===== src/hup_pkg.sv =====
// Purpose: Shared constants and types for the host-pin and modem-line block
// Assumes: One 20 MHz clock, synchronous active-high reset
// Notes:   Register offsets follow the 3-bit register select field
package hup_pkg;

  // ----------------------------------------------------------------
  // Register select offsets
  // ----------------------------------------------------------------
  localparam logic [2:0] HUP_OFS_DATA = 3'h0;
  localparam logic [2:0] HUP_OFS_IEN = 3'h1;
  localparam logic [2:0] HUP_OFS_ISTAT = 3'h2;
  localparam logic [2:0] HUP_OFS_LCTL = 3'h3;
  localparam logic [2:0] HUP_OFS_MCTL = 3'h4;
  localparam logic [2:0] HUP_OFS_LSTAT = 3'h5;
  localparam logic [2:0] HUP_OFS_MSTAT = 3'h6;
  localparam logic [2:0] HUP_OFS_SCRATCH = 3'h7;
  localparam logic [2:0] HUP_OFS_DIV_LO = 3'h0;
  localparam logic [2:0] HUP_OFS_DIV_HI = 3'h1;

  // ----------------------------------------------------------------
  // Field positions
  // ----------------------------------------------------------------
  localparam int HUP_MC_TERM_RDY = 0;
  localparam int HUP_MC_REQ_SEND = 1;
  localparam int HUP_MC_USER_ONE = 2;
  localparam int HUP_MC_USER_TWO = 3;
  localparam int HUP_LC_DIV_ACCESS = 7;
  localparam int HUP_IE_RX_AVAIL = 0;
  localparam int HUP_IE_TX_EMPTY = 1;
  localparam int HUP_IE_RX_ERR = 2;
  localparam int HUP_IE_MODEM = 3;
  localparam int HUP_MS_CTS = 4;
  localparam int HUP_LS_RX_AVAIL = 0;
  localparam int HUP_LS_OVERRUN = 1;
  localparam int HUP_LS_TX_EMPTY = 5;

  // ----------------------------------------------------------------
  // Reset values
  // ----------------------------------------------------------------
  localparam logic [7:0] HUP_RST_BYTE = 8'h00;
  localparam logic [15:0] HUP_RST_DIV = 16'h0001;
  localparam logic [3:0] HUP_RST_MODEM_IN = 4'hF;

  // ----------------------------------------------------------------
  // Types
  // ----------------------------------------------------------------
  // Latched access select: chip selects plus register select
  typedef struct packed {
    logic sel_a;
    logic sel_b;
    logic sel_c_n;
    logic [2:0] reg_sel;
  } hup_addr_t;

  // Modem inputs, active low as on the pins
  typedef struct packed {
    logic carrier_detect_n;
    logic ring_n;
    logic dsr_n;
    logic cts_n;
  } hup_modem_in_t;

endpackage : hup_pkg


===== src/hup_core.sv =====
// Purpose: Host pins, modem lines, baud clock and a simple serial path
// Assumes: All inputs synchronous to clk; strobes sampled each enabled cycle
// Notes:   Transmit bytes queue in a FIFO ahead of the shifter
`timescale 1ns/1ps

// Overview of operation
// - Read strobe low drives addressed register out
// - Write strobe low stores bus data
// - Interrupt high only for enabled active source
// - Sources: errors, rx data, tx empty, modem
// - Select indicator high while chip selected
// - Baud output is sixteen times data rate
// - Receiver timed by 16x receive clock input
// - Drive disable low during host read
// - User output one follows modem control bit 2
// - User output two follows modem control bit 3
// - Reset returns registers and outputs to defaults
// - Reset holds transmitter and receiver disabled
// - Clear-to-send readable at status bit 4 only
// - Data-set-ready is status only
// - Control bit 0 drives terminal-ready low
// - Control bit 1 drives request-to-send low
// - Selected when a, b high, c low
// - Address strobe fall latches selects, high transparent
// - Divisor bytes at 0,1 when line bit 7 set
module hup_core #(
  parameter int FIFO_DEPTH = 16
) (
  input wire logic clk,
  input wire logic sys_rst,
  input wire logic clk_en,
  input wire logic select_in_a,
  input wire logic select_in_b,
  input wire logic select_in_c_n,
  input wire logic [2:0] reg_sel,
  input wire logic addr_latch_strobe_n,
  input wire logic read_strobe_low,
  input wire logic write_strobe_low,
  input wire logic [7:0] data_in,
  output logic [7:0] data_out,
  output logic data_oe_n,
  output logic irq,
  output logic selected_indicator,
  output logic bus_drive_disable_n,
  output logic baud_out_n,
  input wire logic rx_clk_16x,
  input wire logic rx_serial,
  output logic tx_serial,
  output logic user_output_one_n,
  output logic user_output_two_n,
  output logic term_ready_n,
  output logic req_send_n,
  input wire hup_pkg::hup_modem_in_t modem_in
);
  import hup_pkg::*;

  // ----------------------------------------------------------------
  // Address latch and select
  // ----------------------------------------------------------------
  hup_addr_t live_addr;
  hup_addr_t addr_q;
  hup_addr_t acc_addr;
  logic strobe_q;
  logic hold_q;
  logic acc_seen_q;
  logic any_strobe;
  logic sel;
  logic rd_act;
  logic wr_act;
  logic wr_q;

  assign live_addr = '{select_in_a, select_in_b, select_in_c_n, reg_sel};

  // A fall of the strobe holds the selects until that access ends; a strobe
  // tied low never falls, so the selects then pass straight through
  always_ff @(posedge clk)
  begin
    if (sys_rst)
    begin
      addr_q <= '0;
      strobe_q <= 1'b0;
      hold_q <= 1'b0;
      acc_seen_q <= 1'b0;
    end
    else if (clk_en)
    begin
      strobe_q <= addr_latch_strobe_n;
      if (!hold_q)
        addr_q <= live_addr;
      if (addr_latch_strobe_n || (acc_seen_q && !any_strobe))
      begin
        hold_q <= 1'b0;
        acc_seen_q <= 1'b0;
      end
      else if (strobe_q)
        hold_q <= 1'b1;
      else if (hold_q && any_strobe)
        acc_seen_q <= 1'b1;
    end
  end

  assign any_strobe = !read_strobe_low || !write_strobe_low;
  // Strobe high is transparent at once
  assign acc_addr = (hold_q && !addr_latch_strobe_n) ? addr_q : live_addr;

  function automatic logic is_sel(input hup_addr_t a);
    is_sel = a.sel_a && a.sel_b && !a.sel_c_n;
  endfunction : is_sel

  assign sel = is_sel(acc_addr);
  assign selected_indicator = sel;
  assign rd_act = sel && !read_strobe_low;
  assign wr_act = sel && !write_strobe_low;
  assign bus_drive_disable_n = !rd_act;
  assign data_oe_n = !rd_act;

  // ----------------------------------------------------------------
  // Registers
  // ----------------------------------------------------------------
  logic [7:0] ien_q;
  logic [7:0] lctl_q;
  logic [7:0] mctl_q;
  logic [7:0] scratch_q;
  logic [15:0] div_q;
  logic div_acc;
  logic wr_edge;
  logic [7:0] rx_hold_q;
  logic rx_avail_q;
  logic overrun_q;
  logic msr_delta_q;
  logic tx_push;

  assign div_acc = lctl_q[HUP_LC_DIV_ACCESS];
  // Only the first cycle of a write commits, so a long strobe is one write
  assign wr_edge = wr_act && !wr_q;

  always_ff @(posedge clk)
  begin
    if (sys_rst)
      wr_q <= 1'b0;
    else if (clk_en)
      wr_q <= wr_act;
  end

  // Host writes into addressed register
  always_ff @(posedge clk)
  begin
    if (sys_rst)
    begin
      ien_q <= HUP_RST_BYTE;
      lctl_q <= HUP_RST_BYTE;
      mctl_q <= HUP_RST_BYTE;
      scratch_q <= HUP_RST_BYTE;
      div_q <= HUP_RST_DIV;
    end
    else if (clk_en && wr_edge)
    begin
      if (div_acc && acc_addr.reg_sel == HUP_OFS_DIV_LO)
        div_q[7:0] <= data_in;
      else if (div_acc && acc_addr.reg_sel == HUP_OFS_DIV_HI)
        div_q[15:8] <= data_in;
      else if (acc_addr.reg_sel == HUP_OFS_IEN)
        ien_q <= {4'h0, data_in[3:0]};
      else if (acc_addr.reg_sel == HUP_OFS_LCTL)
        lctl_q <= data_in;
      else if (acc_addr.reg_sel == HUP_OFS_MCTL)
        mctl_q <= {4'h0, data_in[3:0]};
      else if (acc_addr.reg_sel == HUP_OFS_SCRATCH)
        scratch_q <= data_in;
    end
  end

  assign tx_push = wr_edge && !div_acc && acc_addr.reg_sel == HUP_OFS_DATA;

  // ----------------------------------------------------------------
  // Modem lines
  // ----------------------------------------------------------------
  hup_modem_in_t m_s1_q;
  hup_modem_in_t m_s2_q;
  hup_modem_in_t m_old_q;

  // Two-stage synchroniser; the inputs only feed status, never the serial path
  always_ff @(posedge clk)
  begin
    if (sys_rst)
    begin
      m_s1_q <= HUP_RST_MODEM_IN;
      m_s2_q <= HUP_RST_MODEM_IN;
      m_old_q <= HUP_RST_MODEM_IN;
    end
    else if (clk_en)
    begin
      m_s1_q <= modem_in;
      m_s2_q <= m_s1_q;
      m_old_q <= m_s2_q;
    end
  end

  logic [7:0] msr_val;
  logic [3:0] m_chg;
  logic msr_rd;
  assign m_chg = m_s2_q ^ m_old_q;
  // Upper nibble shows inverted pin levels: CTS bit4, DSR bit5, ring bit6, carrier bit7
  assign msr_val = {~m_s2_q.carrier_detect_n, ~m_s2_q.ring_n, ~m_s2_q.dsr_n,
                    ~m_s2_q.cts_n, 3'h0, msr_delta_q};
  assign msr_rd = rd_act && acc_addr.reg_sel == HUP_OFS_MSTAT;

  // Change flag; a new change wins over the clearing read
  always_ff @(posedge clk)
  begin
    if (sys_rst)
      msr_delta_q <= 1'b0;
    else if (clk_en)
    begin
      if (m_chg != 4'h0)
        msr_delta_q <= 1'b1;
      else if (msr_rd)
        msr_delta_q <= 1'b0;
    end
  end

  // Modem control outputs, low when bit set; reset gives all high
  assign term_ready_n = !mctl_q[HUP_MC_TERM_RDY];
  assign req_send_n = !mctl_q[HUP_MC_REQ_SEND];
  assign user_output_one_n = !mctl_q[HUP_MC_USER_ONE];
  assign user_output_two_n = !mctl_q[HUP_MC_USER_TWO];

  // ----------------------------------------------------------------
  // Baud generator
  // ----------------------------------------------------------------
  logic [15:0] bcnt_q;
  logic baud_q;

  // Divide clk by divisor; pulse low one cycle per 16x tick
  always_ff @(posedge clk)
  begin
    if (sys_rst)
    begin
      bcnt_q <= 16'h0000;
      baud_q <= 1'b1;
    end
    else if (clk_en)
    begin
      if (bcnt_q + 16'h0001 >= div_q)
      begin
        bcnt_q <= 16'h0000;
        baud_q <= 1'b0;
      end
      else
      begin
        bcnt_q <= bcnt_q + 16'h0001;
        baud_q <= 1'b1;
      end
    end
  end
  assign baud_out_n = baud_q;

  // ----------------------------------------------------------------
  // Transmit path with FIFO
  // ----------------------------------------------------------------
  logic [7:0] f_data;
  logic f_valid;
  logic f_ready;
  logic tx_busy_q;
  logic [9:0] tx_sh_q;
  logic [3:0] tx_bits_q;
  logic [3:0] tx_tick_q;
  logic tx_tick;

  hup_fifo #(.WIDTH(8), .DEPTH(FIFO_DEPTH)) u_txf (
    .clk(clk),
    .sys_rst(sys_rst),
    .clk_en(clk_en),
    .in_data(data_in),
    .in_valid(tx_push),
    .in_ready(),
    .out_data(f_data),
    .out_valid(f_valid),
    .out_ready(f_ready)
  );

  // Shifter stalls the FIFO while busy; a write to a full FIFO is dropped
  assign f_ready = !tx_busy_q;
  assign tx_tick = !baud_q;

  // 8N1 shifter, one bit per 16 baud ticks, idle high
  always_ff @(posedge clk)
  begin
    if (sys_rst)
    begin
      tx_busy_q <= 1'b0;
      tx_sh_q <= 10'h3FF;
      tx_bits_q <= 4'h0;
      tx_tick_q <= 4'h0;
    end
    else if (clk_en)
    begin
      if (!tx_busy_q && f_valid)
      begin
        tx_busy_q <= 1'b1;
        tx_sh_q <= {1'b1, f_data, 1'b0};
        tx_bits_q <= 4'h0;
        tx_tick_q <= 4'h0;
      end
      else if (tx_busy_q && tx_tick)
      begin
        tx_tick_q <= tx_tick_q + 4'h1;
        if (tx_tick_q == 4'hF)
        begin
          tx_sh_q <= {1'b1, tx_sh_q[9:1]};
          tx_bits_q <= tx_bits_q + 4'h1;
          if (tx_bits_q == 4'h9)
            tx_busy_q <= 1'b0;
        end
      end
    end
  end
  assign tx_serial = tx_sh_q[0];

  // ----------------------------------------------------------------
  // Receive path, timed by the 16x receive clock input
  // ----------------------------------------------------------------
  logic rck_s1_q;
  logic rck_s2_q;
  logic rck_old_q;
  logic rxd_s1_q;
  logic rxd_s2_q;
  logic rx_tick;
  logic rx_busy_q;
  logic [3:0] rx_tc_q;
  logic [3:0] rx_bc_q;
  logic [7:0] rx_sh_q;
  logic rhr_rd;

  // Synchronise clock input and data; reset holds the receiver idle
  always_ff @(posedge clk)
  begin
    if (sys_rst)
    begin
      rck_s1_q <= 1'b1; // Idle high like the baud pin, so no false tick
      rck_s2_q <= 1'b1;
      rck_old_q <= 1'b1;
      rxd_s1_q <= 1'b1;
      rxd_s2_q <= 1'b1;
    end
    else if (clk_en)
    begin
      rck_s1_q <= rx_clk_16x;
      rck_s2_q <= rck_s1_q;
      rck_old_q <= rck_s2_q;
      rxd_s1_q <= rx_serial;
      rxd_s2_q <= rxd_s1_q;
    end
  end
  assign rx_tick = rck_s2_q && !rck_old_q;
  assign rhr_rd = rd_act && !div_acc && acc_addr.reg_sel == HUP_OFS_DATA;

  // Mid-bit sampling at tick 8 of each 16
  always_ff @(posedge clk)
  begin
    if (sys_rst)
    begin
      rx_busy_q <= 1'b0;
      rx_tc_q <= 4'h0;
      rx_bc_q <= 4'h0;
      rx_sh_q <= 8'h00;
      rx_hold_q <= 8'h00;
      rx_avail_q <= 1'b0;
      overrun_q <= 1'b0;
    end
    else if (clk_en)
    begin
      if (rhr_rd)
        rx_avail_q <= 1'b0;
      if (rx_tick)
      begin
        if (!rx_busy_q)
        begin
          if (!rxd_s2_q)
          begin
            rx_busy_q <= 1'b1;
            rx_tc_q <= 4'h1;
            rx_bc_q <= 4'h0;
          end
        end
        else
        begin
          rx_tc_q <= rx_tc_q + 4'h1;
          if (rx_tc_q == 4'h7)
          begin
            rx_bc_q <= rx_bc_q + 4'h1;
            if (rx_bc_q == 4'h0 && rxd_s2_q)
              rx_busy_q <= 1'b0;
            else if (rx_bc_q == 4'h9)
            begin
              rx_busy_q <= 1'b0;
              rx_hold_q <= rx_sh_q;
              rx_avail_q <= 1'b1; // Set wins over clearing read
              if (rx_avail_q && !rhr_rd)
                overrun_q <= 1'b1;
            end
            else
              rx_sh_q <= {rxd_s2_q, rx_sh_q[7:1]};
          end
        end
      end
      if (rd_act && acc_addr.reg_sel == HUP_OFS_LSTAT && !(rx_tick && rx_bc_q == 4'h9))
        overrun_q <= 1'b0;
    end
  end

  // ----------------------------------------------------------------
  // Interrupt and read mux
  // ----------------------------------------------------------------
  logic tx_empty;
  logic [7:0] lsr_val;
  logic [7:0] isr_val;
  assign tx_empty = !f_valid && !tx_busy_q;
  assign lsr_val = {2'h0, tx_empty, 3'h0, overrun_q, rx_avail_q};

  assign irq = (ien_q[HUP_IE_RX_ERR] && overrun_q)
            || (ien_q[HUP_IE_RX_AVAIL] && rx_avail_q)
            || (ien_q[HUP_IE_TX_EMPTY] && tx_empty)
            || (ien_q[HUP_IE_MODEM] && msr_delta_q);
  assign isr_val = {7'h00, !irq};

  // Data registered so the bus shows a flop output one cycle into a read
  always_ff @(posedge clk)
  begin
    if (sys_rst)
      data_out <= HUP_RST_BYTE;
    else if (clk_en && rd_act)
    begin
      if (div_acc && acc_addr.reg_sel == HUP_OFS_DIV_LO)
        data_out <= div_q[7:0];
      else if (div_acc && acc_addr.reg_sel == HUP_OFS_DIV_HI)
        data_out <= div_q[15:8];
      else if (acc_addr.reg_sel == HUP_OFS_DATA)
        data_out <= rx_hold_q;
      else if (acc_addr.reg_sel == HUP_OFS_IEN)
        data_out <= ien_q;
      else if (acc_addr.reg_sel == HUP_OFS_ISTAT)
        data_out <= isr_val;
      else if (acc_addr.reg_sel == HUP_OFS_LCTL)
        data_out <= lctl_q;
      else if (acc_addr.reg_sel == HUP_OFS_MCTL)
        data_out <= mctl_q;
      else if (acc_addr.reg_sel == HUP_OFS_LSTAT)
        data_out <= lsr_val;
      else if (acc_addr.reg_sel == HUP_OFS_MSTAT)
        data_out <= msr_val;
      else
        data_out <= scratch_q;
    end
  end

endmodule : hup_core


===== src/hup_fifo.sv =====
// Purpose: Flip-flop FIFO with valid/ready on both sides
// Assumes: Synchronous active-high reset, clock enable freezes state
// Notes:   Depth must be a power of two
`timescale 1ns/1ps
module hup_fifo #(
  parameter int WIDTH = 8,
  parameter int DEPTH = 16
) (
  input wire logic clk,
  input wire logic sys_rst,
  input wire logic clk_en,
  input wire logic [WIDTH-1:0] in_data,
  input wire logic in_valid,
  output logic in_ready,
  output logic [WIDTH-1:0] out_data,
  output logic out_valid,
  input wire logic out_ready
);
  import hup_pkg::*;
  localparam int AW = $clog2(DEPTH);

  logic [WIDTH-1:0] mem_q [DEPTH];
  logic [AW-1:0] wr_q;
  logic [AW-1:0] rd_q;
  logic [AW:0] cnt_q;
  logic push;
  logic pop;

  // Honest full and empty from the fill count
  assign in_ready = (cnt_q != (AW+1)'(DEPTH)) ? 1'b1 : 1'b0;
  assign out_valid = (cnt_q != '0);
  assign out_data = mem_q[rd_q];
  assign push = in_valid && in_ready;
  assign pop = out_valid && out_ready;

  // Storage write
  always_ff @(posedge clk)
  begin
    if (clk_en && push)
      mem_q[wr_q] <= in_data;
  end

  // Pointers and count
  always_ff @(posedge clk)
  begin
    if (sys_rst)
    begin
      wr_q <= '0;
      rd_q <= '0;
      cnt_q <= '0;
    end
    else if (clk_en)
    begin
      if (push)
        wr_q <= wr_q + 1'b1;
      if (pop)
        rd_q <= rd_q + 1'b1;
      if (push && !pop)
        cnt_q <= cnt_q + 1'b1;
      else if (pop && !push)
        cnt_q <= cnt_q - 1'b1;
    end
  end

endmodule : hup_fifo


===== config.mk =====
export PLATFORM = sky130hd
export DESIGN_NAME = hup_core
export DESIGN_NICKNAME = d
export VERILOG_FILES = /design/src/hup_pkg.sv /design/src/hup_core.sv /design/src/hup_fifo.sv
export SDC_FILE = /design/constraint.sdc
export NUM_CORES = 1
export LEC_CHECK = 0
export BUFFER_PORTS_ARGS = -buffer_cell sky130_fd_sc_hd__buf_2
export CORE_ASPECT_RATIO = 0.7
export CORE_MARGIN = 4
export CORE_UTILIZATION = 30
export DETAILED_ROUTE_END_ITERATION = 10
export GPL_TIMING_DRIVEN = 0
export PLACE_DENSITY = 0.47
export SLEW_MARGIN = 20
export SYNTH_ARGS = -nofsm -noshare
export SYNTH_HDL_FRONTEND = slang
export SYNTH_SLANG_ARGS = --single-unit

===== constraint.sdc =====
create_clock -name clk -period 6.25 [get_ports clk]
set_input_delay 1.25 -clock clk [delete_from_list [all_inputs] [get_ports clk]]
set_output_delay 1.25 -clock clk [all_outputs]
set_load 0.01 [all_outputs]

# Yosys cells after proc, flatten, opt, wreduce, memory -nomap -nowiden
# Memories as Yosys holds them, arrays and structs flattened. A register that Yosys moved wholly into a read port is not among the register bits.
# Cells that the tools add are included.
dict set report word_totals {
  input_bits 26
  mem_bits_rw 128
  regBits 152
  memories 1
  elab_cells 248
  output_inout_bits 18
}
# name depth width read_ports rd_ports_with_merged_regs write_ports line
set mem_list {}
lappend mem_list {u_txf.mem_q 16 8 1 1 1 hup_fifo.sv:22} ;# logic [WIDTH-1:0] mem_q [DEPTH];
dict set report classes {
  bitwise 13
  n_reduce_logical 98
  n_eq_ne 16
  add_sub_neg 9
  order_cmp 1
  n_mux 61
}
# operator count
set ops {}
lappend ops {{$mux 8} 9}
lappend ops {{$mux 4} 12}
lappend ops {{$logic_and 1x1->1} 34}
lappend ops {{$mux 1} 33}
lappend ops {{$mux 10} 3}
lappend ops {{$add 4x1->4 const B} 6}
lappend ops {{$reduce_bool 2->1} 12}
lappend ops {{$logic_not 1->1} 21}
lappend ops {{$reduce_and 2->1} 9}
lappend ops {{$reduce_and 6->1} 3}
lappend ops {{$add 16x1->16 const B} 1}
lappend ops {{$ge 16x16->1} 1}
lappend ops {{$mux 16} 1}
lappend ops {{$reduce_and 7->1} 2}
lappend ops {{$eq 3x3->1 const B} 4}
lappend ops {{$eq 4x4->1 const B} 3}
lappend ops {{$not 1->1} 12}
lappend ops {{$reduce_and 3->1} 4}
lappend ops {{$reduce_and 4->1} 3}
lappend ops {{$mux 5} 2}
lappend ops {{$ne 2x1->1 const B} 4}
lappend ops {{$eq 3x2->1 const B} 2}
lappend ops {{$mux 6} 1}
lappend ops {{$add 5x1->5 const B} 1}
lappend ops {{11 further kinds} 15}

# Longest topological paths before layout
# Gate-level depths: netlist of run 1.
dict set report logic_depth {
  word_depth 17
  depth_mapped 15
}

# By module
# Synthesis of run 1 repeated with hierarchy kept, for this count alone.
dict set report hier_totals {
  cells_unflattened 1106
  hier_area_um2 12678.4
}
# module seq_area_each_um2 area_each_um2 cells_per_inst instances
set modules_own_cells {}
lappend modules_own_cells {hup_core 2762.6 6876.6 794 1}
lappend modules_own_cells {hup_fifo 4184.0 5801.8 312 1}

# Least setup slack after synthesis of run 1
# OpenSTA, ideal clock, no wires.
dict set report synth_timing {
  path_kind {input -> register}
  start {input addr_latch_strobe_n}
  end {register u_txf.cnt_q[4]}
  required_time_ns 6.122
  t_arrival_ns 3.884
  setup_time_ns 0.128
  path_buffers 1
  stages 14
  path_slack_ns 2.239
  path_cell_list {nand2b_4 -> buf_6 -> mux2_4 -> nor4_4 -> nor4b_1 -> ha_1 -> inv_1 -> fa_1 -> a21o_1 -> a21oi_1 -> xnor2_1 -> nand2_1 -> xnor2_1 -> nor2_1}
}
dict set report synth_via {
  elab_chain_cells 14
}
# item line
set synth_rtl {}
lappend synth_rtl {{start, declared} hup_core.sv:36} ;# input wire logic addr_latch_strobe_n,
lappend synth_rtl {{$logic_not 1->1 (*)} hup_core.sv:104} ;# assign acc_addr = (hold_q && !addr_latch_strobe_n) ? addr_q : live_addr;
lappend synth_rtl {{$logic_and 1x1->1 (*)} hup_core.sv:104}
lappend synth_rtl {{$mux 6 (*)} hup_core.sv:104}
lappend synth_rtl {{$logic_and 1x1->1 or $logic_not 1->1 (tied branches)} hup_core.sv:107} ;# is_sel = a.sel_a && a.sel_b && !a.sel_c_n;
lappend synth_rtl {{$logic_and 1x1->1} hup_core.sv:107}
lappend synth_rtl {{$logic_and 1x1->1} hup_core.sv:113} ;# assign wr_act = sel && !write_strobe_low;
lappend synth_rtl {{$logic_and 1x1->1} hup_core.sv:135} ;# assign wr_edge = wr_act && !wr_q;
lappend synth_rtl {{$logic_and 1x1->1} hup_core.sv:173} ;# assign tx_push = wr_edge && !div_acc && acc_addr.reg_sel == HUP_OFS_DATA;
lappend synth_rtl {{$logic_and 1x1->1 (*)} hup_core.sv:173}
lappend synth_rtl {{$logic_and 1x1->1 (*)} hup_fifo.sv:33} ;# assign push = in_valid && in_ready;
lappend synth_rtl {{$logic_not 1->1} hup_fifo.sv:60} ;# else if (pop && !push)
lappend synth_rtl {{$logic_and 1x1->1} hup_fifo.sv:60}
lappend synth_rtl {{$reduce_bool 2->1 (no line)} n/a}
lappend synth_rtl {{$reduce_and 2->1 (no line)} n/a}
lappend synth_rtl {{end signal, assigned} hup_fifo.sv:59} ;# cnt_q <= cnt_q + 1'b1;
lappend synth_rtl {{end signal, assigned} hup_fifo.sv:61} ;# cnt_q <= cnt_q - 1'b1;
lappend synth_rtl {{end, declared} hup_fifo.sv:25} ;# logic [AW:0] cnt_q;
# Mark *: on every way between the ends. The rest lies on a longest branch, timed or not.
# A chain may end at the register's enable or synchronous reset.

# Worst setup path after layout of run 1
# Ends and elaborated chain as after synthesis.

==> metrics, run 1 <==
cell area after layout 0.0145 sq mm; post-synthesis net count 1137; post-synth design cell area 0.0126 sq mm; FP Rows 62; CTS root buf clkbuf_16; CTS tree built; Peak Freq 215 MHz; largest net degree at the start of global routing 23; Max clock buf depth 3; Worst setup SP type input port; FF-to-FF path depth 15; RR Endpoint u_txf.cnt_q[4]; Leak 5.05 nW; Clock transition at path regs 0.06 ns; Via density 4.99; vias in the first global route 8438; R2R Setup Slk 2.16 ns; drt drc 0; die area 0.0455 sq mm; antenna viol nets, final 0; adder-cell area share of the yosys netlist 3.43%; multiplexer area fraction after synthesis 14.0%; Final #Nets 1208; Syn Inst Count 1077; min Tclk post-route 4.64 ns; Synth Flop Type dfxtp_1; Reg area 0.00695 sq mm; CP endpoint kind register; register area share after synthesis 55.0%; FFs w/ async S/R, synth 0%; WL final 34900 um; Placed Instance Area 0.0135 sq mm; Ant. Diodes 0; clk sinks 283; # IOs 44; depth of the worst hold-timing path 2; Syn. warnings 0; fin. max-slew vios 0; # hold bufs at CTS 0; xor/xnor share of the synthesized area 2.29%; Hold Vio Cnt, Final 0; number of buffers added on ports 40; FILL cells 4130; Worst Path Max Fanout 10; pwr/cell area 313 mW/mm^2; GRT Total Usage 15.2%; area taken by multi-input logic gates 0.00527 sq mm; H-tree lvl count 1; Slew HR 37.5%; RePlAce Congestion 0.850; Die H 180 um; DRT Pass-1 Iters 6; EDFF count, synth 128; worst hold endpoint data_out[5]; crit path DAT 5.09 ns; post-cts repair resize count 0; Critical Path RT 6.70 ns; main combinational cell family by area after synthesis multiplexers; Die Width 253 um; RSZ-0062 raised after global routing no; crit share post-route 74.3%; syn_area_per_cell 11.7 sq um; Synth Register Bits 283; postcts setup bufs 0; dpl hpwl 24900 um; core area 0.0413 sq mm; Syn-to-layout area delta 14.6%; Synth Area in Compound Gates 9.76%; DR iter-0 viols 682; max-cap violation count 0; Layout Skew 0.0251 ns; routed len/inst 20.4 um; Final setup viols 0; count of different cell masters after synthesis 82; layout cell share with drive strength beyond 1 14.3%; crit path kind in -> reg; VDD IR max 0.220 mV; Slew @ Worst Pin 0.919 ns; via count 8565; starting density of the core 30.6%; min-delay src data_out[5]; Min-Delay Path Class reg -> reg; worst r2r src hold_q; Overflow after GRT 0; CTS buffer count 29; Synth Area in Simple Gates 12.2%; status complete, no violations; global-route wire length before repair 53600 um; setup tns final 0 ns; clock latency on the worst-skew pair 0.58 ns; initial antenna violation count 1
-- how the worst max path moves through the flow --
stage | start | to | slack [ns]
after floorplan | addr_latch_strobe_n | u_txf.cnt_q[4] | 2.24
after global placement | addr_latch_strobe_n | u_txf.cnt_q[4] | 1.12
after detailed placement | addr_latch_strobe_n | u_txf.cnt_q[4] | 1.15
after CTS | addr_latch_strobe_n | u_txf.cnt_q[4] | 1.76
after global routing | addr_latch_strobe_n | u_txf.cnt_q[4] | 1.43
final | addr_latch_strobe_n | u_txf.cnt_q[4] | 1.61
-- worst max-delay path, cell delays in order --
cell	delay [ns]
buf_2	0.22
nand2b_4	0.20
buf_6	0.16
mux2_4	0.38
nor4_4	0.40
nor4b_1	0.74
ha_1	0.27
inv_1	0.12
fa_1	0.49
a21o_1	0.17
a21oi_1	0.16
xnor2_1	0.14
nand2_1	0.13
xnor2_1	0.20
nor2_1	0.05
-- flip-flops by register name, summed over array words and instances, names as in the netlist, 8 cells and up, named ones only --
signal,cells
rx_sh_q,8
div_q,16
u_txf.mem_q,128
bcnt_q,16
data_out,8
tx_sh_q,9
rx_hold_q,8
scratch_q,8
lctl_q,8
-- layer usage --
metal  track usage [%]  vias to the layer above  routed length [um]
met3              3.50                       38                2040
met5                 0                        -                   0
met1              24.8                     4247               18700
li1                  -                     4093                   -
met4              2.65                        0                 597
met2              20.5                      187               13600
-- cell families (layout without fill, tap and decap cells) --
kind of cell    after synthesis  after routing
simple gates                315            315
fa+ha+maj                    34             34
buf+inv                      96            190
flops                       283            283
xor+xnor                     33             33
compound gates              181            181
mux                         135            135
-- layout by cell type (no fill, tap or decap), types with 7 or more instances in the layout --
master / n
o21ai_0: 32
ha_1: 33
clkinv_2: 7
dfxtp_1: 155
nor2b_1: 10
mux2i_1: 98
nand2_1: 75
clkbuf_1: 39
nor2_1: 132
xor2_1: 24
a21oi_1: 43
nand2b_1: 14
a31oi_1: 9
clkbuf_16: 31
a22oi_1: 9
buf_2: 51
mux4_2: 32
and3_1: 9
nor3_1: 9
buf_4: 7
edfxtp_1: 128
inv_1: 36
xnor2_1: 9
a211oi_1: 35
nand3_1: 25
-- cell type report --
class / instances / area share, %
buffer: 59 / 1.93
clock buffer: 42 / 5.73
clock inverter: 12 / 0.873
inverter: 37 / 0.960
multi-input combinational: 698 / 36.4
sequential: 283 / 48.0
tap: 544 / 4.70
timing repair buffer: 40 / 1.38
-- where the power goes --
| group | internal (W) | leakage, nW | switching, W |
|---|---|---|---|
| logic | 0.000289 | 2.17 | 0.000448 |
| clock network | 0.00101 | 0.474 | 0.000754 |
| registers | 0.00199 | 2.41 | 0.0000471 |
-- Yosys cell counts, types with 3 or more instances --
cell type	count	area share, %
a211oi_1	35	2.1
a21o_1	6	0.36
a21oi_1	43	1.7
a222oi_1	4	0.32
a22oi_1	9	0.54
a2bb2oi_1	3	0.21
a31oi_1	9	0.45
and2_1	3	0.15
and3_1	9	0.45
buf_1	6	0.18
buf_2	11	0.44
buf_4	7	0.42
clkbuf_1	31	0.92
dfxtp_1	155	25
edfxtp_1	128	30
ha_1	33	3.3
inv_1	36	1.1
mux2_4	3	0.36
mux2i_1	98	7.8
mux4_2	32	5.7
nand2_1	75	2.2
nand2b_1	14	0.69
nand3_1	25	0.99
nand3b_1	6	0.36
nand4_1	3	0.15
nor2_1	132	3.9
nor2b_1	10	0.50
nor3_1	10	0.40
nor3_2	3	0.24
nor4bb_1	3	0.24
o21ai_0	32	1.3
o31ai_1	5	0.30
or3_1	3	0.15
xnor2_1	9	0.62
xor2_1	24	1.7
-- metrics by stage --
step / power, W / hold slack, ns / cells / setup slack, ns / util [%]
floorplan: 0.00258 / 0.428 / 1077 / 2.24 / -
global placement: 0.00281 / 0.448 / 1661 / 1.12 / 32.7
detailed placement: 0.00281 / 0.452 / 1661 / 1.15 / 32.7
CTS: 0.00459 / 0.462 / 1715 / 1.76 / 35.1
global route: 0.00475 / 0.492 / 1715 / 1.43 / 35.1
finish: 0.00453 / 0.459 / 1715 / 1.61 / 35.1
Note: power is estimated with default switching activity, not from simulation.
==> inputs of run 2 (changes only) <==
- PLACE_DENSITY: 0.47 -> 0.49
- clock period: 6.25 -> 4.27 ns (I/O delays scaled with it)
==> run 2 against run 1 <==
Against the previous run: final area rose by 0.83%; hold slack improved by 0.0030 ns; combinational power rose by 47%; non-clock buffer count did not move; wire length shrank 0.35%; sequential share of layout area fell by 0.40 points; critical path type unchanged.
==> metrics, run 2 (synthesis results as in run 1) <==
status complete, no violations (unchanged); Final #Nets 1208 (unchanged); FP Rows 62 (unchanged); Slew @ Worst Pin 0.964 ns (was 0.919 ns); GRT Total Usage 15.2% (about the same); CTS tree built (unchanged); Max clock buf depth 3 (unchanged); H-tree lvl count 1 (unchanged); crit share post-route 93.0%; max-cap violation count 0 (unchanged); Critical Path RT 4.69 ns (was 6.70 ns); clock share of power 41.3% (was 38.9%); clk sinks 283 (unchanged); RR Endpoint bcnt_q[5] (was u_txf.cnt_q[4]); CTS buffer count 29 (unchanged); initial antenna violation count 0 (was 1); clock latency on the worst-skew pair 0.56 ns (was 0.58 ns); vias in the first global route 8418 (was 8438); RePlAce Congestion 0.853 (was 0.850); depth of the worst hold-timing path 2 (unchanged); Comb power frac 15.6% (was 16.2%); Slew HR 35.5% (was 37.5%); Final setup viols 0 (unchanged); Via density 5.00 (was 4.99); sequential share of power 43.1% (was 44.9%); worst r2r src bcnt_q[0] (was hold_q); Power Total 0.00692 W (was 0.00453 W); most frequent CP cell xnor2_1 (unchanged); # IOs 44 (unchanged); # hold bufs at CTS 0 (unchanged); Worst Path Max Fanout 10 (unchanged); most frequent cells in the layout dfxtp_1 (155), nor2_1 (132), edfxtp_1 (128) (unchanged); post-cts repair resize count 0 (unchanged); min Tclk post-route 3.97 ns; area taken by multi-input logic gates 0.00527 sq mm (unchanged); setup tns final 0 ns (unchanged); Top Metal Used met4 (unchanged); crit path DAT 4.39 ns (was 5.09 ns); largest net degree at the start of global routing 23 (unchanged); R2R Setup Slk 0.32 ns (was 2.16 ns); global-route wire length before repair 53600 um (about the same); Reg area 0.00695 sq mm (unchanged); min-delay src lctl_q[0] (was data_out[5]); FILL cells 4134 (was 4130); Min-Delay Path Class reg -> reg (unchanged); dpl hpwl 24900 um (about the same); Crit path buffers/inverters 3 (unchanged); Largest Register u_txf.mem_q (unchanged); worst path cell trace buf_2 -> nand2b_4 -> buf_6 -> mux2_4 -> nor4_4 -> nor4b_1 -> ha_1 -> inv_1 -> fa_1 -> a21o_1 -> a21oi_1 -> xnor2_1 -> nand2_1 -> xnor2_1 -> nor2_1 (unchanged); Syn-to-layout area delta 15.5% (was 14.6%); met3 wire length 1770 um (was 2040 um); slowest cell on the critical path nor4b_1 (unchanged); Hold Vio Cnt, Final 0 (unchanged); Leak 5.10 nW (was 5.05 nW); layout cell share with drive strength beyond 1 14.6% (was 14.3%); worst hold slack 0.462 ns (was 0.459 ns); via count 8582 (was 8565); die area 0.0455 sq mm (unchanged); Die Width 253 um (unchanged); Post-Route M1 WL 18900 um (was 18700 um); worst stage delay on the critical path 0.50 ns (was 0.74 ns); Overflow after GRT 0 (unchanged); CP endpoint kind register (unchanged); Layout Skew 0.00697 ns (was 0.0251 ns); Die H 180 um (unchanged); DRT Pass-1 Iters 6 (unchanged); WL final 34800 um (was 34900 um); Ant. Diodes 0 (unchanged); leading cell type in the layout, fill and taps excluded dfxtp_1 (unchanged); met2 routed WL 13700 um (was 13600 um); RSZ-0062 raised after global routing no (unchanged); pwr/cell area 474 mW/mm^2 (was 313 mW/mm^2); CTS root buf clkbuf_16 (unchanged); crit path kind in -> reg (unchanged); VDD IR max 0.285 mV (was 0.220 mV); starting density of the core 30.6% (unchanged); drt drc 0 (unchanged); worst hold endpoint lctl_q[0] (was data_out[5]); postcts setup bufs 0 (unchanged); internal power 0.00509 W (was 0.00329 W); Final Util 35.4% (was 35.1%); Worst setup SP type input port (unchanged); Clock transition at path regs 0.06 ns (about the same); Peak Freq 252 MHz; Largest regs u_txf.mem_q x128, bcnt_q x16, div_q x16 (unchanged); switching power 0.00183 W (was 0.00125 W); DR iter-0 viols 720 (was 682); routed len/inst 20.3 um (was 20.4 um); antenna viol nets, final 0 (unchanged); core area 0.0413 sq mm (unchanged); number of buffers added on ports 40 (unchanged); max reg flops 128 (unchanged); cell family with most CP delay simple AND/OR/NAND/NOR gates (unchanged); FF-to-FF path depth 14 (was 15); Switching Fraction 26.4% (was 27.5%); fin. max-slew vios 0 (unchanged)
==> run 2: worst max-delay path by stage <==
| stage | from | end | slack [ns] | cells after the start |
|---|---|---|---|---|
| 2_1_floorplan | addr_latch_strobe_n | u_txf.cnt_q[4] | 0.65 | 14 |
| 3_3_place_gp | addr_latch_strobe_n | u_txf.cnt_q[4] | -0.19 | 15 |
| 3_5_place_dp | addr_latch_strobe_n | u_txf.cnt_q[4] | -0.21 | 15 |
| 4_1_cts | addr_latch_strobe_n | u_txf.cnt_q[4] | 0.36 | 15 |
| 5_1_grt | bcnt_q[0] | bcnt_q[11] | 0.05 | 14 |
| 6_report | addr_latch_strobe_n | u_txf.cnt_q[4] | 0.30 | 15 |
==> run 2: final cells by class <==
cell class / instances / share of cell area, %
timing repair buffer: 40 / 1.37
inverter: 37 / 0.952
sequential: 283 / 47.6
clock inverter: 23 / 2.20
buffer: 59 / 1.91
multi-input combinational: 698 / 36.1
tap: 544 / 4.67
clock buffer: 31 / 5.17
==> run 2: power by group through the flow <==
stage                     Combinational (W)  Sequential (W)  Clock (W)
after floorplan                    0.000756         0.00302          0
after global placement              0.00108         0.00304          0
after detailed placement            0.00108         0.00304          0
after CTS                           0.00108         0.00298    0.00294
after global routing                0.00119         0.00299    0.00305
final                               0.00108         0.00298    0.00286
==> run 2: per-stage QoR <==
stage / instance area, sq um / cells / setup WS, ns
after CTS: 14600 / 1715 / 0.358
after global routing: 14600 / 1715 / 0.0503
after global placement: 13500 / 1661 / -0.193
after floorplan: 12600 / 1077 / 0.655
after detailed placement: 13500 / 1661 / -0.213
final: 14600 / 1715 / 0.298
==> run 2: routing by layer <==
metal | global-route usage, % | vias up
met5 | 0 | -
met4 | 2.29 | 0
met3 | 2.89 | 35
met2 | 20.6 | 181
met1 | 25.2 | 4266
li1 | - | 4100
==> run 2: worst register-to-register path: stages, from the launching register on <==
cell and delay, ns:
dfxtp_1 0.45, ha_1 0.26, and3_1 0.21, and3_1 0.16, clkbuf_1 0.24, and3_1 0.30
and3_1 0.23, xor2_1 0.09, ha_1 0.29, nand2_1 0.05, a2111oi_0 0.75, a211oi_2 0.32
buf_4 0.27, a21oi_1 0.15, a31oi_1 0.05
